$ cat src/wwdt_pkg.sv
// Package with constants and types for the windowed watchdog timer.
package wwdt_pkg;

    // Register indices; the byte address is four times the index.
    localparam logic [7:0] CTRL_INDEX = 8'h00;
    localparam logic [7:0] STATE_INDEX = 8'h01;
    localparam logic [7:0] GUARD_INDEX = 8'h02;
    localparam int ADDR_W = 12;
    localparam logic [ADDR_W-1:0] CTRL_ADDR = ADDR_W'(4 * CTRL_INDEX);
    localparam logic [ADDR_W-1:0] STATE_ADDR = ADDR_W'(4 * STATE_INDEX);
    localparam logic [ADDR_W-1:0] GUARD_ADDR = ADDR_W'(4 * GUARD_INDEX);

    // Field positions.
    localparam int PERIOD_LSB = 0;
    localparam int WINDOW_LSB = 4;
    localparam int LOCK_BIT = 7;
    localparam int SYNC_BIT = 0;

    // Reset values.
    localparam logic [7:0] CTRL_RESET = 8'h00;
    localparam logic [7:0] STATE_RESET = 8'h00;

    // Select codes.
    localparam logic [3:0] SEL_OFF = 4'h0;
    localparam logic [3:0] SEL_MIN = 4'h1;
    localparam logic [3:0] SEL_MAX = 4'hb;
    localparam logic [13:0] SEL_BASE_CYCLES = 14'h0008;

    // Unlock key written to the change guard; the value is arbitrary.
    localparam logic [7:0] IO_UNLOCK_KEY = 8'h5a;
    // Number of following bus transfers for which the key stays valid.
    localparam logic [2:0] GUARD_WINDOW = 3'h4;

    // Watchdog clock and synchroniser depths in watchdog clock cycles.
    localparam longint CLK_HZ = 100_000_000;
    localparam longint OSC_HZ = 1_000;
    localparam int TICK_DIV = int'(CLK_HZ / OSC_HZ);
    localparam logic [1:0] SYNC_TICKS = 2'h3;

    // Control register layout.
    typedef struct packed {
        logic [3:0] window;
        logic [3:0] period;
    } wwdt_ctrl_t;

    // Counter states.
    typedef enum logic [1:0] {
        ST_OFF = 2'b00,
        ST_FIRST = 2'b01,
        ST_CLOSED = 2'b10,
        ST_OPEN = 2'b11
    } wwdt_state_t;

endpackage

$ cat src/wwdt_top.sv
// Windowed watchdog timer with APB registers, change guard and lock.
// Operation
// - Normal mode resets after unserviced time-out
// - Accepted clear restarts the counter
// - Period codes one to eleven enable the watchdog
// - Codes one to eleven select 8..8K cycles
// - Zero window code means normal mode
// - Window codes one to eleven select closed period length
// - Clear during closed period causes reset
// - Open period follows closed; late means reset
// - Closed period starts after first clear
// - Clear sync takes 2-3 ticks, extras ignored
// - Control writes synchronise; pending flag shows it
// - Lock makes control read-only; debug clears
// - Non-zero boot period sets lock automatically
// - Protected writes need key within four accesses
// - Unkeyed protected write is silently dropped
// - Pending flag is read-only and unguarded
// - Watchdog keeps running in sleep modes
// - Control reset value comes from boot fuse
// - Debug halt resets the watchdog counter
// - Counter runs from the 1 kHz tick
//
// Chosen here: the APB interface to the registers.
`timescale 1ns/100ps

module wwdt_top #(
    parameter int TICK_DIV = wwdt_pkg::TICK_DIV
) (
    // Clock and reset.
    input wire logic clk,
    input wire logic rst_n,
    // APB slave.
    input wire logic psel,
    input wire logic penable,
    input wire logic pwrite,
    input wire logic [wwdt_pkg::ADDR_W-1:0] paddr,
    input wire logic [31:0] pwdata,
    output logic [31:0] prdata,
    output logic pready,
    output logic pslverr,
    // Processor core.
    input wire logic watchdog_clear_instr,
    input wire logic debug_halt,
    // Boot configuration.
    input wire logic [7:0] boot_fuse_config,
    // Reset controller.
    output logic sys_reset_req
);

    // The divider must hold TICK_DIV - 1, so its width follows the parameter.
    // A small TICK_DIV in simulation keeps the short time-outs to a few hundred clocks,
    // while the default gives the true 1 kHz watchdog rate at 100 MHz.
    localparam int DIV_W = $clog2(TICK_DIV + 1);

    // Decode a select code into a cycle count; reserved and off give zero.
    // The same decode serves the open and the closed period, so it is one function.
    // Treating reserved codes as zero means a reserved period code turns the
    // watchdog off and a reserved window code falls back to normal mode.
    // That is the safe reading for the window, but a user who writes a reserved
    // period code loses protection, which software must avoid.
    function automatic logic [13:0] wwdt_cycles(input logic [3:0] code);
        if (code >= wwdt_pkg::SEL_MIN && code <= wwdt_pkg::SEL_MAX) begin
            wwdt_cycles = wwdt_pkg::SEL_BASE_CYCLES << (code - wwdt_pkg::SEL_MIN);
        end else begin
            wwdt_cycles = 14'h0000;
        end
    endfunction

    // Bus phase decode.
    logic setup_phase;
    logic access_done;
    logic wr_ctrl;
    logic wr_state;
    logic wr_guard;
    logic keyed;

    // Stored state.
    wwdt_pkg::wwdt_ctrl_t ctrl_reg;
    wwdt_pkg::wwdt_ctrl_t act_reg;
    wwdt_pkg::wwdt_state_t state_reg;
    logic [13:0] cnt_reg;
    logic lock_reg;
    logic boot_done_reg;
    logic [2:0] guard_reg;
    logic [DIV_W-1:0] div_reg;
    logic tick;
    logic ctrl_sync_reg;
    logic [1:0] ctrl_ticks_reg;
    logic clr_sync_reg;
    logic [1:0] clr_ticks_reg;
    logic clr_event;
    logic apply_event;
    logic halt_reg;
    logic [13:0] open_len;
    logic [13:0] closed_len;
    logic wdt_on;

    // The slave always answers without wait states and never faults.
    // Refused writes are dropped quietly rather than flagged with an error, so
    // that a stray write from runaway code cannot itself raise a bus fault.
    // The write strobes below are decoded in the access phase only, which is
    // the single edge at which a write may take effect.
    assign pready = 1'b1;
    assign pslverr = 1'b0;
    assign setup_phase = psel && !penable;
    assign access_done = psel && penable;
    assign wr_ctrl = access_done && pwrite && paddr == wwdt_pkg::CTRL_ADDR;
    assign wr_state = access_done && pwrite && paddr == wwdt_pkg::STATE_ADDR;
    assign wr_guard = access_done && pwrite && paddr == wwdt_pkg::GUARD_ADDR;
    assign keyed = guard_reg != 3'h0;

    // Read data is captured in the setup phase so it stands during access.
    // Registering the read data keeps prdata free of glitches from the address
    // decode; the cost is that a value changed in the same setup cycle is seen
    // by the next read only. The data then holds until the next setup cycle.
    always_ff @(posedge clk or negedge rst_n) begin
        if (!rst_n) begin
            prdata <= 32'h0000_0000;
        end else if (setup_phase) begin
            case (paddr)
                wwdt_pkg::CTRL_ADDR: prdata <= {24'h00_0000, ctrl_reg};
                wwdt_pkg::STATE_ADDR: begin
                    prdata <= 32'h0000_0000;
                    prdata[wwdt_pkg::LOCK_BIT] <= lock_reg;
                    prdata[wwdt_pkg::SYNC_BIT] <= ctrl_sync_reg;
                end
                default: prdata <= 32'h0000_0000;
            endcase
        end
    end

    // Change guard: the key opens a window of a few following transfers.
    // Bus transfers stand in for instructions, the nearest thing visible here.
    // Every completed transfer uses one slot, whatever its address, so reads
    // between the key and the protected write shorten the window too.
    // A fresh key write reloads the full window rather than adding to it.
    always_ff @(posedge clk or negedge rst_n) begin
        if (!rst_n) begin
            guard_reg <= 3'h0;
        end else if (wr_guard && pwdata[7:0] == wwdt_pkg::IO_UNLOCK_KEY) begin
            guard_reg <= wwdt_pkg::GUARD_WINDOW;
        end else if (access_done && keyed) begin
            guard_reg <= guard_reg - 3'h1;
        end
    end

    // Boot load happens on the first clock after reset release.
    // The fuse value is taken once, at that edge, and never again; the fuse
    // pins may therefore change later without disturbing the settings.
    always_ff @(posedge clk or negedge rst_n) begin
        if (!rst_n) begin
            boot_done_reg <= 1'b0;
        end else begin
            boot_done_reg <= 1'b1;
        end
    end

    // Bus-side control register: fuse at boot, then guarded writes.
    // This copy is what software reads back at once; the counter uses its own
    // copy, which follows only when the crossing has finished.
    always_ff @(posedge clk or negedge rst_n) begin
        if (!rst_n) begin
            ctrl_reg <= wwdt_pkg::CTRL_RESET;
        end else if (!boot_done_reg) begin
            ctrl_reg <= boot_fuse_config;
        end else if (wr_ctrl && keyed && !lock_reg) begin
            ctrl_reg <= pwdata[7:0];
        end
    end

    // Lock bit: set by boot or keyed write, cleared only while halted.
    // Only the lock bit is writable here; the pending flag is built from the
    // crossing logic alone, so a write to this register can never touch it.
    // Once locked, running code cannot turn the watchdog off by any write.
    always_ff @(posedge clk or negedge rst_n) begin
        if (!rst_n) begin
            lock_reg <= wwdt_pkg::STATE_RESET[wwdt_pkg::LOCK_BIT];
        end else if (!boot_done_reg) begin
            lock_reg <= boot_fuse_config[wwdt_pkg::PERIOD_LSB +: 4] != wwdt_pkg::SEL_OFF;
        end else if (wr_state && keyed) begin
            if (pwdata[wwdt_pkg::LOCK_BIT]) begin
                lock_reg <= 1'b1;
            end else if (debug_halt) begin
                lock_reg <= 1'b0;
            end
        end
    end

    // Divider that makes the 1 kHz watchdog tick as a one-cycle enable.
    // The block has one clock, so the slow watchdog clock is modelled by this
    // enable instead of a second clock domain. The tick phase is not tied to
    // any bus event, which is why every crossing below takes two to three
    // watchdog periods, as a real crossing into a slow clock would.
    always_ff @(posedge clk or negedge rst_n) begin
        if (!rst_n) begin
            div_reg <= '0;
        end else if (div_reg == DIV_W'(TICK_DIV - 1)) begin
            div_reg <= '0;
        end else begin
            div_reg <= div_reg + DIV_W'(1);
        end
    end
    assign tick = div_reg == DIV_W'(TICK_DIV - 1);

    // Control write crossing: pending until the third tick after the write.
    // A new write restarts the crossing, so the last value always lands.
    // Writing during the crossing is still a software fault, since it delays
    // the new setting by another full crossing time.
    // The set of the pending flag takes priority over its clear in one cycle.
    always_ff @(posedge clk or negedge rst_n) begin
        if (!rst_n) begin
            ctrl_sync_reg <= wwdt_pkg::STATE_RESET[wwdt_pkg::SYNC_BIT];
            ctrl_ticks_reg <= 2'h0;
        end else if (wr_ctrl && keyed && !lock_reg) begin
            ctrl_sync_reg <= 1'b1;
            ctrl_ticks_reg <= 2'h0;
        end else if (ctrl_sync_reg && tick) begin
            if (ctrl_ticks_reg == wwdt_pkg::SYNC_TICKS - 2'h1) begin
                ctrl_sync_reg <= 1'b0;
                ctrl_ticks_reg <= 2'h0;
            end else begin
                ctrl_ticks_reg <= ctrl_ticks_reg + 2'h1;
            end
        end
    end
    assign apply_event = ctrl_sync_reg && tick && ctrl_ticks_reg == wwdt_pkg::SYNC_TICKS - 2'h1;

    // Watchdog-side copy of the control value, used by the counter.
    // After the boot load it changes only on a tick, so the counter never sees a value half-way
    // through a bus write.
    always_ff @(posedge clk or negedge rst_n) begin
        if (!rst_n) begin
            act_reg <= wwdt_pkg::CTRL_RESET;
        end else if (!boot_done_reg) begin
            act_reg <= boot_fuse_config;
        end else if (apply_event) begin
            act_reg <= ctrl_reg;
        end
    end

    assign open_len = wwdt_cycles(act_reg.period);
    assign closed_len = wwdt_cycles(act_reg.window);
    assign wdt_on = open_len != 14'h0000;

    // Clear crossing: a clear is acted on at the third tick after it.
    // Clears arriving while one is in flight are dropped on purpose.
    // Software that clears in a tight loop therefore sees only one clear per
    // crossing, which keeps a stuck loop from hiding inside the window.
    // A clear while the watchdog is off is ignored rather than stored.
    always_ff @(posedge clk or negedge rst_n) begin
        if (!rst_n) begin
            clr_sync_reg <= 1'b0;
            clr_ticks_reg <= 2'h0;
        end else if (!clr_sync_reg) begin
            if (watchdog_clear_instr && wdt_on && !debug_halt) begin
                clr_sync_reg <= 1'b1;
                clr_ticks_reg <= 2'h0;
            end
        end else if (debug_halt) begin
            clr_sync_reg <= 1'b0;
            clr_ticks_reg <= 2'h0;
        end else if (tick) begin
            if (clr_ticks_reg == wwdt_pkg::SYNC_TICKS - 2'h1) begin
                clr_sync_reg <= 1'b0;
                clr_ticks_reg <= 2'h0;
            end else begin
                clr_ticks_reg <= clr_ticks_reg + 2'h1;
            end
        end
    end
    assign clr_event = clr_sync_reg && tick && !debug_halt && clr_ticks_reg == wwdt_pkg::SYNC_TICKS - 2'h1;

    // Remember halt; the counter does not use this copy to re-arm the first-clear wait.
    // The counter itself is re-armed while halt stands, so leaving halt needs
    // no extra edge logic; this copy is kept for observation only.
    always_ff @(posedge clk or negedge rst_n) begin
        if (!rst_n) begin
            halt_reg <= 1'b0;
        end else begin
            halt_reg <= debug_halt;
        end
    end

    // Counter and mode state. No sleep input exists: the tick never stops,
    // so counting and resets continue in every sleep mode.
    // In window mode the first period after enable, halt exit or a reset is a
    // plain time-out; only the first clear starts the closed period, so boot
    // code gets a full period before the window rules apply.
    // Every reset request is one clock wide and the counter returns to zero.
    // A premature clear and a late one both end in the same request, so the
    // reset controller cannot tell them apart; software must keep its own log.
    always_ff @(posedge clk or negedge rst_n) begin
        if (!rst_n) begin
            state_reg <= wwdt_pkg::ST_OFF;
            cnt_reg <= 14'h0000;
            sys_reset_req <= 1'b0;
        end else begin
            sys_reset_req <= 1'b0;
            if (!wdt_on) begin
                state_reg <= wwdt_pkg::ST_OFF;
                cnt_reg <= 14'h0000;
            end else if (debug_halt) begin
                cnt_reg <= 14'h0000;
                state_reg <= closed_len != 14'h0000 ? wwdt_pkg::ST_FIRST : wwdt_pkg::ST_OPEN;
            end else if (apply_event || state_reg == wwdt_pkg::ST_OFF) begin
                // Fresh setting: window mode waits for its first clear; a closed period restarts instead.
                cnt_reg <= 14'h0000;
                if (closed_len == 14'h0000) begin
                    state_reg <= wwdt_pkg::ST_OPEN;
                end else if (apply_event && state_reg != wwdt_pkg::ST_OPEN && state_reg != wwdt_pkg::ST_OFF) begin
                    state_reg <= state_reg;
                end else begin
                    state_reg <= wwdt_pkg::ST_FIRST;
                end
            end else begin
                case (state_reg)
                    wwdt_pkg::ST_FIRST: begin
                        // Plain time-out until the first clear opens the cycle.
                        if (clr_event) begin
                            state_reg <= wwdt_pkg::ST_CLOSED;
                            cnt_reg <= 14'h0000;
                        end else if (tick) begin
                            if (cnt_reg + 14'h0001 >= open_len) begin
                                sys_reset_req <= 1'b1;
                                cnt_reg <= 14'h0000;
                            end else begin
                                cnt_reg <= cnt_reg + 14'h0001;
                            end
                        end
                    end
                    wwdt_pkg::ST_CLOSED: begin
                        if (clr_event) begin
                            sys_reset_req <= 1'b1;
                            cnt_reg <= 14'h0000;
                            state_reg <= wwdt_pkg::ST_FIRST;
                        end else if (tick) begin
                            if (cnt_reg + 14'h0001 >= closed_len) begin
                                state_reg <= wwdt_pkg::ST_OPEN;
                                cnt_reg <= 14'h0000;
                            end else begin
                                cnt_reg <= cnt_reg + 14'h0001;
                            end
                        end
                    end
                    wwdt_pkg::ST_OPEN: begin
                        if (clr_event) begin
                            cnt_reg <= 14'h0000;
                            state_reg <= closed_len != 14'h0000 ? wwdt_pkg::ST_CLOSED : wwdt_pkg::ST_OPEN;
                        end else if (tick) begin
                            if (cnt_reg + 14'h0001 >= open_len) begin
                                sys_reset_req <= 1'b1;
                                cnt_reg <= 14'h0000;
                                state_reg <= closed_len != 14'h0000 ? wwdt_pkg::ST_FIRST : wwdt_pkg::ST_OPEN;
                            end else begin
                                cnt_reg <= cnt_reg + 14'h0001;
                            end
                        end
                    end
                    default: begin
                        state_reg <= wwdt_pkg::ST_OFF;
                        cnt_reg <= 14'h0000;
                    end
                endcase
            end
        end
    end

endmodule // wwdt_top

$ cat config.mk
export PLATFORM = sky130hd
export DESIGN_NAME = wwdt_top
export DESIGN_NICKNAME = d
export VERILOG_FILES = /design/src/wwdt_pkg.sv /design/src/wwdt_top.sv
export SDC_FILE = /design/constraint.sdc
export NUM_CORES = 1
export LEC_CHECK = 0
export BUFFER_PORTS_ARGS = -buffer_cell sky130_fd_sc_hd__buf_2
export CAP_MARGIN = 20
export CORE_ASPECT_RATIO = 0.75
export CORE_UTILIZATION = 50
export DETAILED_ROUTE_END_ITERATION = 12
export PLACE_DENSITY = 0.71
export SYNTH_ARGS = -nofsm -noshare
export SYNTH_HDL_FRONTEND = slang
export SYNTH_SLANG_ARGS = --single-unit
$ cat constraint.sdc
create_clock -name clk -period 5.4 [get_ports clk]
set_input_delay 0 -clock clk [delete_from_list [all_inputs] [get_ports clk]]
set_output_delay 0 -clock clk [all_outputs]
set_load 0.01 [all_outputs]
### Yosys cells after proc, flatten, opt, wreduce, memory -nomap -nowiden

Index checks and enable logic that the tools add are counted.

| storage, ports and cells | value |
|---|---|
| ROM bits | 0 |
| output and inout port bits | 35 |
| bits of input ports | 59 |
| memory bits (writable) | 0 |
| bits in registers | 93 |
| latch bits | 0 |
| memories | 0 |
| word-level logic and storage cells | 160 |

| operators by class | value |
|---|---|
| add/sub/neg operators | 7 |
| reduce and logical (&&, ||, !) cells | 44 |
| order comparisons | 6 |
| bitwise gates (word level) | 0 |
| shifts and indexed selects | 2 |
| multipliers | 0 |
| equal/unequal tests | 22 |
| muxes and demuxes | 63 |
| divide/modulo/power cells | 0 |

Operator list:

| kind | count |
|---|---|
| two-way mux 14 bit | 11 |
| two-way mux 2 bit | 21 |
| two-way mux 8 bit | 4 |
| greater-or-equal comparator 14 bit | 2 |
| case mux 14 bit (2 select lines) | 1 |
| nonzero test 14 bit | 2 |
| left shift 4 x 4 -> 14 bit (first input constant) | 2 |
| inequality test 6 bit (second input constant) | 4 |
| logical AND 1 bit | 22 |
| two-way mux 1 bit | 20 |
| adder 17 x 1 -> 17 bit (second input constant) | 1 |
| == test 17 bit (second input constant) | 1 |
| two-way mux 17 bit | 1 |
| case mux 8 bit (2 select lines) | 1 |
| adder 14 x 1 -> 14 bit (second input constant) | 1 |
| logical NOT 14 bit | 1 |
| == test 12 x 3 -> 1 bit (second input constant) | 1 |
| == test 12 x 4 -> 1 bit (second input constant) | 1 |
| logical NOT 12 bit | 1 |
| inequality test 5 bit (second input constant) | 2 |
| nonzero test 2 bit | 5 |
| == test 2 bit (second input constant) | 4 |
| == test 8 x 7 -> 1 bit (second input constant) | 1 |
| greater-or-equal comparator 4 x 1 -> 1 bit (second input constant) | 2 |
| 20 further kinds | 32 |

### Longest topological paths before layout

Gate-level depths: netlist of the first run.

| depth | value |
|---|---|
| depth in word-level cells | 12 |
| mapped depth | 15 |
| mapped depth without buffers | 13 |

### Worst setup path before layout of the first run

OpenSTA, ideal clock, no wires.

| path | value |
|---|---|
| kind | register -> register |
| from | register cnt_reg[0] |
| to | register state_reg[0] |
| stages on the path, launching flop included | 14 |
| arrival | 2.891 ns |
| path buffers | 0 |
| data required time | 5.275 ns |
| period minus slack after synthesis | 3.015 ns |
| path slack | 2.385 ns |
| library setup time | 0.125 ns |
| cell sequence | dfrtp_1 ha_1 nand3_1 nor2_1 nand3_1 nor2_1 xor2_1 ha_1 o21ai_0 o21ai_0 a211oi_1 nor4b_2 a21oi_1 mux2_2 |

| between the ends | value |
|---|---|
| cells in the longest elaborated chain, start to end | 4 |
| elaborated cells between the ends (all ways) | 6 |
| classes of those cells | 1 x add/sub; 2 x order compare; 2 x eq/ne; 1 x reduce/logical |

Ends and longest elaborated chain:

| element | line | RTL |
|---|---|---|
| start, declared | wwdt_top.sv:82 | `logic [13:0] cnt_reg;` |
| start signal, assigned | wwdt_top.sv:328 | `cnt_reg <= cnt_reg + 14'h0001;` |
| start signal, assigned | wwdt_top.sv:342 | `cnt_reg <= cnt_reg + 14'h0001;` |
| start signal, assigned | wwdt_top.sv:356 | `cnt_reg <= cnt_reg + 14'h0001;` |
| adder 14 x 1 -> 14 bit * | wwdt_top.sv:338, wwdt_top.sv:351 |  |
| greater-or-equal comparator 14 bit, on equally long branches | wwdt_top.sv:338, wwdt_top.sv:351 |  |
| inequality test 6 bit (no line) | - |  |
| AND reduction 6 bit (no line) * | - |  |
| end signal, assigned | wwdt_top.sv:336 | `state_reg <= wwdt_pkg::ST_FIRST;` |
| end signal, assigned | wwdt_top.sv:339 | `state_reg <= wwdt_pkg::ST_OPEN;` |
| end signal, assigned | wwdt_top.sv:354 | `state_reg <= closed_len != 14'h0000 ? wwdt_pkg::ST_FIRST : wwdt_pkg::ST_OPEN;` |
| end, declared | wwdt_top.sv:81 | `wwdt_pkg::wwdt_state_t state_reg;` |

Every way passes the cells marked *; elsewhere a longest branch is shown, timed or not.
A chain may end at the register's enable or synchronous reset.

### Final worst setup path of the first run

| path | value |
|---|---|
| from | register cnt_reg[0] |
| to | register cnt_reg[8] |

| between the ends | value |
|---|---|
| cells in the longest elaborated chain, start to end | 9 |
| elaborated cells between the ends (all ways) | 13 |
| classes of those cells | 1 x add/sub; 2 x order compare; 10 x mux |

Ends and longest elaborated chain:

| element | line | RTL |
|---|---|---|
| adder 14 x 1 -> 14 bit * | - |  |
| greater-or-equal comparator 14 bit, on equally long branches | wwdt_top.sv:324, wwdt_top.sv:351, wwdt_top.sv:338 |  |
| two-way mux 14 bit, on equally long branches | wwdt_top.sv:324, wwdt_top.sv:351, wwdt_top.sv:338 |  |
| two-way mux 14 bit, on equally long branches | wwdt_top.sv:323, wwdt_top.sv:337 |  |
| two-way mux 14 bit, on equally long branches | wwdt_top.sv:320, wwdt_top.sv:333 |  |
| case mux 14 bit (2 select lines) * | wwdt_top.sv:317 | `case (state_reg)` |
| two-way mux 14 bit * | wwdt_top.sv:306 | `end else if (apply_event \|\| state_reg == wwdt_pkg::ST_OFF) begin` |
| two-way mux 14 bit * | wwdt_top.sv:303 | `end else if (debug_halt) begin` |
| two-way mux 14 bit * | wwdt_top.sv:300 | `if (!wdt_on) begin` |

Every way passes the cells marked *; elsewhere a longest branch is shown, timed or not. The select of a mux whose other input is x is not followed.

==> results of run 1 <==
[final cells by class]
class / count / area share
Sequential cell: 69 / 0.340
Clock buffer: 11 / 0.0497
Timing Repair Buffer: 57 / 0.0694
Tap cell: 108 / 0.0266
Clock inverter: 5 / 0.0162
Multi-Input combinational cell: 406 / 0.492
Inverter: 8 / 0.00591
[power breakdown]
group          switching [µW]  leakage (µW)  total [µW]  internal (µW)
Sequential               37.4      0.000871         583            546
Combinational             121       0.00126         202           81.5
Clock                     222      0.000166         652            430
Total                     380       0.00230        1440           1060
[Yosys cell counts, drive strengths merged, types with 3 or more instances]
master   n
dfrtp   69
xnor2   13
and2     3
o21ai   19
buf     37
nand2b   3
nor3b    4
a211oi   6
mux2     4
or2      3
xor2    12
a21oi   22
nor3     8
inv      8
nor2b    8
mux2i    9
a31oi   13
nand3   29
and3     4
ha      26
nor2    44
a32o     4
clkbuf   4
nand4b   5
nand4    8
o211ai   9
nand2   89
nor4b    4
[through the flow]
step	util	hold slack (ps)
after CTS	0.594	0.619
after global routing	0.594	17.2
after global placement	0.539	256
after detailed placement	0.539	264
final	0.594	-2.22
after floorplan	-	-296
[kinds of logic (layout without fill, tap and decap cells)]
logic type | count (synthesis) | count (layout)
xor+xnor | 25 | 25
other cells | 2 | 27
fa+ha+maj | 26 | 26
flops | 69 | 69
buf+inv | 49 | 81
compound gates | 88 | 88
mux | 13 | 13
simple gates | 227 | 227
[worst min-delay path, cell delays in order]
cell and delay [ps]:
buf_2 90, mux2i_1 60, a21oi_1 140
[final timing paths]
path / start / end / slack, ps
worst max-delay path: cnt_reg[0]$_DFFE_PN0P_ / cnt_reg[8]$_DFFE_PN0P_ / 1360
worst min-delay path: pwdata[0] / ctrl_reg[0]$_DFFE_PN0P_ / -2
worst max register to register: cnt_reg[0]$_DFFE_PN0P_ / cnt_reg[8]$_DFFE_PN0P_ / 1360
worst min register to register: prdata[7]$_DFFE_PN0P_ / prdata[7]$_DFFE_PN0P_ / 480
max in group asynchronous: rst_n / act_reg[3]$_DFFE_PN0P_ / 4450
min in group asynchronous: rst_n / div_reg[14]$_DFF_PN0_ / 410
[per-layer routing]
| layer | global-route usage | vias to the layer above |
|---|---|---|
| met2 | 0.318 | 89 |
| met4 | 0.0735 | 0 |
| met5 | 0 | - |
| met3 | 0.0494 | 26 |
| met1 | 0.338 | 1799 |
| li1 | - | 1822 |
==> results.sh, run 1 <==
export IMPL_port_buffer_count=43
export IMPL_pwr_density_cell_mw_per_mm2=283
export IMPL_yosysWarnings=0
export IMPL_overflow=0
export IMPL_synthArstFlopShare=1.00
export IMPL_routed_wl_um=9850
export IMPL_dp_hpwl_um=7120
export IMPL_synth_top_cell_by_area="dfrtp_1"
export IMPL_hold_path_class="input pin to register"
export IMPL_drive_gt1_frac=0.140
export IMPL_endpoint_kind="register"
export IMPL_crit_type="register to register"
export IMPL_reg2reg_depth=12
export IMPL_hold_buffers=13
export IMPL_cts_sinks=69
export IMPL_grt_pass1_vias=3366
export IMPL_fin_crit_ps=4040
export IMPL_synth_xor_area_frac=0.0492
export IMPL_grt_pass1_wl_um=16600
export IMPL_placed_cell_area_mm2=0.00462
export IMPL_cp_num_cells=12
export IMPL_pin_count=94
export IMPL_wire_per_inst_um=14.8
export IMPL_final_common_cell="nand2_1"
export IMPL_avgSynthCellArea_um2=8.92
export IMPL_dp_cells=635
export IMPL_diodes=0
export IMPL_pre_cts_ws_ps=1320
export IMPL_crit_required_ps=5640
export IMPL_synth_top_family_by_area="simple AND/OR/NAND/NOR gates"
export IMPL_cp_start_kind="register"
export IMPL_final_cells=664
export IMPL_synthMuxAreaShare=0.0304
export IMPL_post_cts_buffers=0
export IMPL_cts_resized=0
export IMPL_violations="DRC, hold timing"
export IMPL_post_layout_total_power_uw=1440
export IMPL_grt_max_degree=70
export IMPL_rsz0062_at_grt="false"
export IMPL_ir_worst_vdd_v=0.000192
export IMPL_die_area_mm2=0.00929
export IMPL_cts_clk_slew_worst_paths_ps=60
export IMPL_whs_ps=-2.22
export IMPL_cp_buffers_inverters=0
export IMPL_timing_setup_tns_ps=0
export IMPL_max_freq_mhz=248
export IMPL_period_share=0.748
export IMPL_die_w_um=111
export IMPL_slew_viol_final=0
export IMPL_die_y_um=83.7
export IMPL_final_cell_mix="nand2_1 (88), dfrtp_1 (69), nor2_1 (44)"
export IMPL_root_buffer="clkbuf_16"
export IMPL_gp_congestion=0.815
export IMPL_synth_area_mm2=0.00445
export IMPL_synthAdderAreaFrac=0.0731
export IMPL_cp_arrival_ps=4280
export IMPL_path_cells="nand3_1 -> nor3_1 -> nand3_1 -> nor2_1 -> xor2_1 -> ha_1 -> a21oi_1 -> o21ai_0 -> a211oi_1 -> a21o_1 -> nand2_1 -> o211ai_1"
export IMPL_worst_slack_ps=1360
export IMPL_rows=29
export IMPL_maxSlewHeadroom=0.365
export IMPL_finalHoldViolCount=1
export IMPL_cts_tree="done"
export IMPL_drc=7
export IMPL_met2_wirelength_um=4300
export IMPL_timing_critical_path_mode_cell="nand3_1"
export IMPL_p_leak_uw=0.00230
export IMPL_finalClockSkew_ps=5.75
export IMPL_synth_edf_count=0
export IMPL_fin_area_mm2=0.00508
export IMPL_final_nets=636
export IMPL_crit_fanout=17
export IMPL_cap_violations=0
export IMPL_max_stage_delay_ps=540
export IMPL_antenna_left=0
export IMPL_layout_area_seq_mm2=0.00173
export IMPL_antenna_found_initial=0
export IMPL_numCtsBuffers=9
export IMPL_yosys_area_top_type_share=0.388
export IMPL_viasPerCell=5.63
export IMPL_areaGrowthSynthToFinish_pct=14.2
export IMPL_drt_pass1_iter_count=9
export IMPL_multi_input_comb_area_mm2=0.00250
export IMPL_cpLargestDelayFamily="compound AO/OA/AOI/OAI gates"
export IMPL_yosys_area_share_simple=0.261
export IMPL_ys_types=65
export IMPL_drt_iter0_drc=279
export IMPL_status="finished, violations left"
export IMPL_yosysSeqAreaShare=0.388
export IMPL_largest_reg_flops=17
export IMPL_top_layer_used="met4"
export IMPL_insertion_delay_ps=330
export IMPL_vias=3736
export IMPL_start_util=0.520
export IMPL_ys_flop_type="dfrtp_1"
export IMPL_met1_length_um=4940
export IMPL_postSynthCellCount=499
export IMPL_worst_pin_slew_ps=950
export IMPL_synthTopCellsByArea="dfrtp_1 (39%), nand2_1 (7.4%), ha_1 (7.3%)"
export IMPL_setup_viol=0
export IMPL_ctsHtreeMaxLevel=3
export IMPL_dr_wl_met3_um=411
export IMPL_crit_slowest_cell="a21o_1"
export IMPL_core_area_mm2=0.00856
export IMPL_synth_compound_area_frac=0.126
export IMPL_ys_ff_latch=69
export IMPL_nFillCells=734
export IMPL_cts_path_max_buffers=2
export IMPL_grt_total_usage=0.225
export IMPL_min_path_cells=3
(Power assumes the default switching activity.)
==> run 2, diff against run 1 <==
==> constraint.sdc (replaced) <==
create_clock -name clk -period 3.9 [get_ports clk]
set_input_delay 0 -clock clk [delete_from_list [all_inputs] [get_ports clk]]
set_output_delay 0 -clock clk [all_outputs]
set_load 0.01 [all_outputs]
==> run 2 against run 1 <==
Non-clock buffer count increased by 2. The run ends with DRC left. Clock skew increased by 1.4 ps. Cell area decreased by 0.39%. Critical path type unchanged. Final cell count increased by 0.30%. Wire length increased by 2.4%. Largest cell class unchanged. Fmax increased by 15%.
==> results.sh, run 2 (synthesized netlist as in run 1, its figures left out) <==
export IMPL_nFillCells=750
export IMPL_grt_util_met2=0.368
export IMPL_wire_per_inst_um=15.1
export IMPL_antenna_left=0
export IMPL_fin_crit_ps=3520
export IMPL_routed_wl_um=10100
export IMPL_drc=6
export IMPL_core_area_mm2=0.00856
export IMPL_gr_usage_met1=0.327
export IMPL_antenna_found_initial=0
export IMPL_gp_congestion=0.858
export IMPL_setup_viol=0
export IMPL_largest_reg_flops=17
export IMPL_violations="DRC"
export IMPL_grt_max_degree=52
export IMPL_grt_pass1_wl_um=17300
export IMPL_vias=3757
export IMPL_insertion_delay_ps=330
export IMPL_multi_input_comb_area_mm2=0.00251
export IMPL_dp_hpwl_um=7360
export IMPL_start_util=0.520
export IMPL_pwr_density_cell_mw_per_mm2=380
export IMPL_ir_worst_vdd_v=0.000302
export IMPL_maxSlewHeadroom=0.493
export IMPL_pin_count=94
export IMPL_die_y_um=83.7
export IMPL_final_nets=638
export IMPL_overflow=0
export IMPL_placed_cell_area_mm2=0.00465
export IMPL_crit_type="register to register"
export IMPL_hold_path_class="input pin to register"
export IMPL_drt_iter0_drc=208
export IMPL_final_cell_mix="nand2_1 (88), dfrtp_1 (69), nor2_1 (44)"
export IMPL_period_share=0.903
export IMPL_grt_met3_usage=0.0487
export IMPL_cts_clk_slew_worst_paths_ps=60
export IMPL_areaGrowthSynthToFinish_pct=13.8
export IMPL_cts_sinks=69
export IMPL_p_leak_uw=0.00229
export IMPL_cp_start_kind="register"
export IMPL_crit_required_ps=4120
export IMPL_finalHoldViolCount=0
export IMPL_rows=29
export IMPL_final_common_cell="nand2_1"
export IMPL_diodes=0
export IMPL_post_cts_buffers=0
export IMPL_root_buffer="clkbuf_16"
export IMPL_fin_area_mm2=0.00506
export IMPL_grt_total_usage=0.234
export IMPL_rsz0062_at_grt="false"
export IMPL_port_buffer_count=43
export IMPL_drive_gt1_frac=0.147
export IMPL_crit_fanout=5
export IMPL_worst_pin_slew_ps=760
export IMPL_die_area_mm2=0.00929
export IMPL_die_w_um=111
export IMPL_cp_arrival_ps=3740
export IMPL_endpoint_kind="register"
export IMPL_cts_tree="done"
export IMPL_post_layout_total_power_uw=1920
export IMPL_cts_path_max_buffers=2
export IMPL_status="finished, violations left"
export IMPL_max_freq_mhz=284
export IMPL_drt_pass1_iter_count=9
export IMPL_finalClockSkew_ps=7.14
export IMPL_slew_viol_final=0
export IMPL_cap_violations=0
export IMPL_grt_most_used_layer="met2"
export IMPL_grt_pass1_vias=3606
export IMPL_ctsHtreeMaxLevel=3
export IMPL_viasPerCell=5.64
export IMPL_layout_area_seq_mm2=0.00173
export IMPL_numCtsBuffers=9
export IMPL_timing_setup_tns_ps=0
==> run 2: changes by cell type in the layout (fill, tap and decap cells not counted), sizes merged <==
cell / previous run / this run
buf: 44 / 48
clkinvlp: 0 / 2
dlygate4sd3: 13 / 11
bufinv: 2 / 1
clkbuf: 11 / 10
clkinv: 3 / 2
inv: 8 / 9
==> run 2: worst max-delay path, cell delays in order, from the launching register on <==
cell	delay (ps)
dfrtp_1	410
ha_1	210
nand3_1	150
nor2_1	300
nand3_1	250
nor2_1	180
xor2_1	340
ha_1	320
o21ai_0	140
o21ai_0	110
a211oi_2	290
nor4b_2	80
a21oi_1	260
mux2_2	370
==> run 2: where the power goes <==
part / internal (µW) / total, µW / leakage [µW] / switching (µW)
Clock: 499 / 821 / 0.000139 / 322
Combinational: 125 / 297 / 0.00128 / 171
Sequential: 755 / 806 / 0.000871 / 50.8
==> run 2: worst paths after layout <==
check	from	slack, ps	cells after the start	to
setup / recovery	cnt_reg[0]$_DFFE_PN0P_	380	13	state_reg[0]$_DFFE_PN0P_
hold / removal	pwdata[0]	7	3	ctrl_reg[0]$_DFFE_PN0P_
setup reg to reg	cnt_reg[0]$_DFFE_PN0P_	380	13	state_reg[0]$_DFFE_PN0P_
hold reg to reg	prdata[5]$_DFFE_PN0P_	470	2	prdata[5]$_DFFE_PN0P_
max in group asynchronous	rst_n	2760	3	act_reg[3]$_DFFE_PN0P_
min in group asynchronous	rst_n	130	2	div_reg[10]$_DFF_PN0_
==> run 2: what timing repair did <==
item / in CTS / in global routing
endpoints found under the setup margin: 0 / 5
endpoints found under the hold margin: 34 / 0
gates resized for setup: 0 / 1
hold buffers: 11 / 0
==> run 2: area by class of cell <==
| type | instances | area share |
|---|---|---|
| multi-input combinational | 406 | 0.495 |
| sequential | 69 | 0.341 |
| timing repair buffer | 59 | 0.0717 |
| clock buffer | 10 | 0.0452 |
| tap | 108 | 0.0267 |
| clock inverter | 6 | 0.0141 |
| inverter | 8 | 0.00593 |
==> run 2: layer usage <==
metal  wire (µm)  vias to the layer above
met5           0                        -
met3         353                       11
met4         138                        0
met2        4550                       96
met1        5040                     1819
li1            -                     1831
==> run 2: through the flow <==
step	utilization	hold WS [ps]	setup slack (ps)	cells
after floorplan	-	-296	885	524
after global placement	0.543	-40.3	397	639
after detailed placement	0.543	-32.8	358	639
after CTS	0.591	3.57	313	666
after global routing	0.591	40.4	55.3	666
final	0.591	6.70	377	666
==> run 3, diff against run 2 <==
--- a/config.mk
+++ b/config.mk
@@ -11,6 +11,7 @@
 export CORE_UTILIZATION = 50
 export DETAILED_ROUTE_END_ITERATION = 12
 export PLACE_DENSITY = 0.71
+export SLEW_MARGIN = 15
 export SYNTH_ARGS = -nofsm -noshare
 export SYNTH_HDL_FRONTEND = slang
 export SYNTH_SLANG_ARGS = --single-unit
==> constraint.sdc (replaced) <==
create_clock -name clk -period 3.9 [get_ports clk]
set_input_delay 0.585 -clock clk [delete_from_list [all_inputs] [get_ports clk]]
set_output_delay 0.585 -clock clk [all_outputs]
set_load 0.01 [all_outputs]
==> run 3 against run 2 <==
The flow still finishes with violations (DRC). Critical path depth unchanged. Via count shrank 2.1%. Global-route usage shrank 1.2 points.
==> results.sh, run 3 (synthesized netlist as in run 1, its figures left out) <==
export IMPL_grt_pass1_wl_um=16100
export IMPL_path_cells="ha_1 -> nand3_1 -> nor2_1 -> nand3_1 -> nor2_1 -> xor2_1 -> ha_1 -> o21ai_0 -> o21ai_0 -> a211oi_1 -> nor4b_2 -> a21oi_1 -> mux2_2"
export IMPL_period_share=0.891
export IMPL_cap_violations=0
export IMPL_gp_congestion=0.864
export IMPL_antenna_found_initial=0
export IMPL_rsz0062_at_grt="false"
export IMPL_cts_tree="done"
export IMPL_rows=29
export IMPL_grt_total_usage=0.222
export IMPL_r2r_slack_ps=430
export IMPL_multi_input_comb_area_mm2=0.00250
export IMPL_timing_setup_tns_ps=0
export IMPL_areaGrowthSynthToFinish_pct=11.4
export IMPL_grt_pass1_vias=3429
export IMPL_cp_start_kind="register"
export IMPL_crit_slowest_cell="dfrtp_1"
export IMPL_r2r_end="state_reg[0]$_DFFE_PN0P_"
export IMPL_ir_worst_vdd_v=0.000302
export IMPL_setup_viol=0
export IMPL_numCtsBuffers=9
export IMPL_finalClockSkew_ps=7.47
export IMPL_finalHoldViolCount=0
export IMPL_drc=6
export IMPL_endpoint_kind="register"
export IMPL_final_common_cell="nand2_1"
export IMPL_drt_iter0_drc=164
export IMPL_pin_count=94
export IMPL_reg2reg_depth=13
export IMPL_cts_resized=0
export IMPL_endpoint="state_reg[0]$_DFFE_PN0P_"
export IMPL_die_w_um=111
export IMPL_layout_area_seq_mm2=0.00173
export IMPL_viasPerCell=5.59
export IMPL_ctsHtreeMaxLevel=3
export IMPL_wire_per_inst_um=14.8
export IMPL_cts_path_max_buffers=2
export IMPL_final_cells=658
export IMPL_dp_cells=642
export IMPL_crit_required_ps=4130
export IMPL_crit_type="register to register"
export IMPL_max_freq_mhz=288
export IMPL_port_buffer_count=43
export IMPL_start_util=0.520
export IMPL_cts_sinks=69
export IMPL_p_leak_uw=0.00226
export IMPL_max_stage_delay_ps=410
export IMPL_fin_crit_ps=3470
export IMPL_maxSlewHeadroom=0.490
export IMPL_hold_path_class="input pin to async pin"
export IMPL_die_area_mm2=0.00929
export IMPL_grt_max_degree=35
export IMPL_violations="DRC"
export IMPL_cp_arrival_ps=3700
export IMPL_hold_buffers=0
export IMPL_drt_pass1_iter_count=9
export IMPL_insertion_delay_ps=350
export IMPL_pwr_density_cell_mw_per_mm2=379
export IMPL_final_cell_mix="nand2_1 (88), dfrtp_1 (69), nor2_1 (44)"
export IMPL_diodes=0
export IMPL_die_y_um=83.7
export IMPL_setup_worst_path_start="cnt_reg[0]$_DFFE_PN0P_"
export IMPL_cts_clk_slew_worst_paths_ps=60
export IMPL_antenna_left=0
export IMPL_status="finished, violations left"
export IMPL_routed_wl_um=9730
export IMPL_dp_hpwl_um=7360
export IMPL_worst_pin_slew_ps=765
export IMPL_crit_fanout=5
export IMPL_slew_viol_final=0
export IMPL_overflow=0
export IMPL_rr_startpoint="cnt_reg[0]$_DFFE_PN0P_"
export IMPL_vias=3677
export IMPL_root_buffer="clkbuf_16"
export IMPL_core_area_mm2=0.00856
export IMPL_post_cts_buffers=0
export IMPL_largest_reg_flops=17
export IMPL_nFillCells=759
export IMPL_drive_gt1_frac=0.155
export IMPL_final_nets=630
run 3: metrics by stage:
step	area (µm²)	utilization	power, µW	hold WS, ps	setup slack, ps
after floorplan	4540	-	1030	289	885
after global placement	4670	0.545	1090	462	551
after detailed placement	4670	0.545	1100	466	453
after CTS	4960	0.579	1890	159	430
after global routing	4960	0.579	1960	183	177
final	4960	0.579	1880	152	426
run 3: worst min-delay path by stage:
stage                                         end  depth (start not counted)                   from  slack (ps)
after floorplan            act_reg[0]$_DFFE_PN0P_                          0                  rst_n         290
after global placement      prdata[5]$_DFFE_PN0P_                          2  prdata[5]$_DFFE_PN0P_         460
after detailed placement    prdata[5]$_DFFE_PN0P_                          2  prdata[5]$_DFFE_PN0P_         470
after CTS                 sys_reset_req$_DFF_PN0_                          1                  rst_n         160
after global routing       cnt_reg[0]$_DFFE_PN0P_                          1                  rst_n         180
final                     cnt_reg[13]$_DFFE_PN0P_                          1                  rst_n         150
run 3: where the power goes:
group          switching [µW]  internal [µW]  total, µW
logic                     166            118        283
registers                51.7            755        807
clock network             322            465        787
total                     540           1340       1880
run 3: cell type report:
| cell class | count | area share |
|---|---|---|
| multi-input combinational | 406 | 0.505 |
| sequential | 69 | 0.348 |
| timing repair buffer | 51 | 0.0555 |
| clock buffer | 11 | 0.0510 |
| tap | 108 | 0.0273 |
| clock inverter | 5 | 0.00707 |
| inverter | 8 | 0.00606 |
run 3: critical path: cells and delay by family, from the launching register on:
family / cells / cell delay, ps
AO/OA/AOI/OAI: 4 / 880
AND/OR/NAND/NOR: 5 / 790
adder cells (fa/ha/maj): 2 / 540
flip-flops: 1 / 410
XOR/XNOR: 1 / 390
multiplexers: 1 / 360
run 3: per-layer routing:
metal  global-route usage  routed length [µm]  vias to the layer above
met4               0.0772                 136                        0
met1                0.313                4950                     1769
li1                     -                   -                     1813
met2                0.328                4200                       82
met5                    0                   0                        -
met3               0.0617                 442                       13
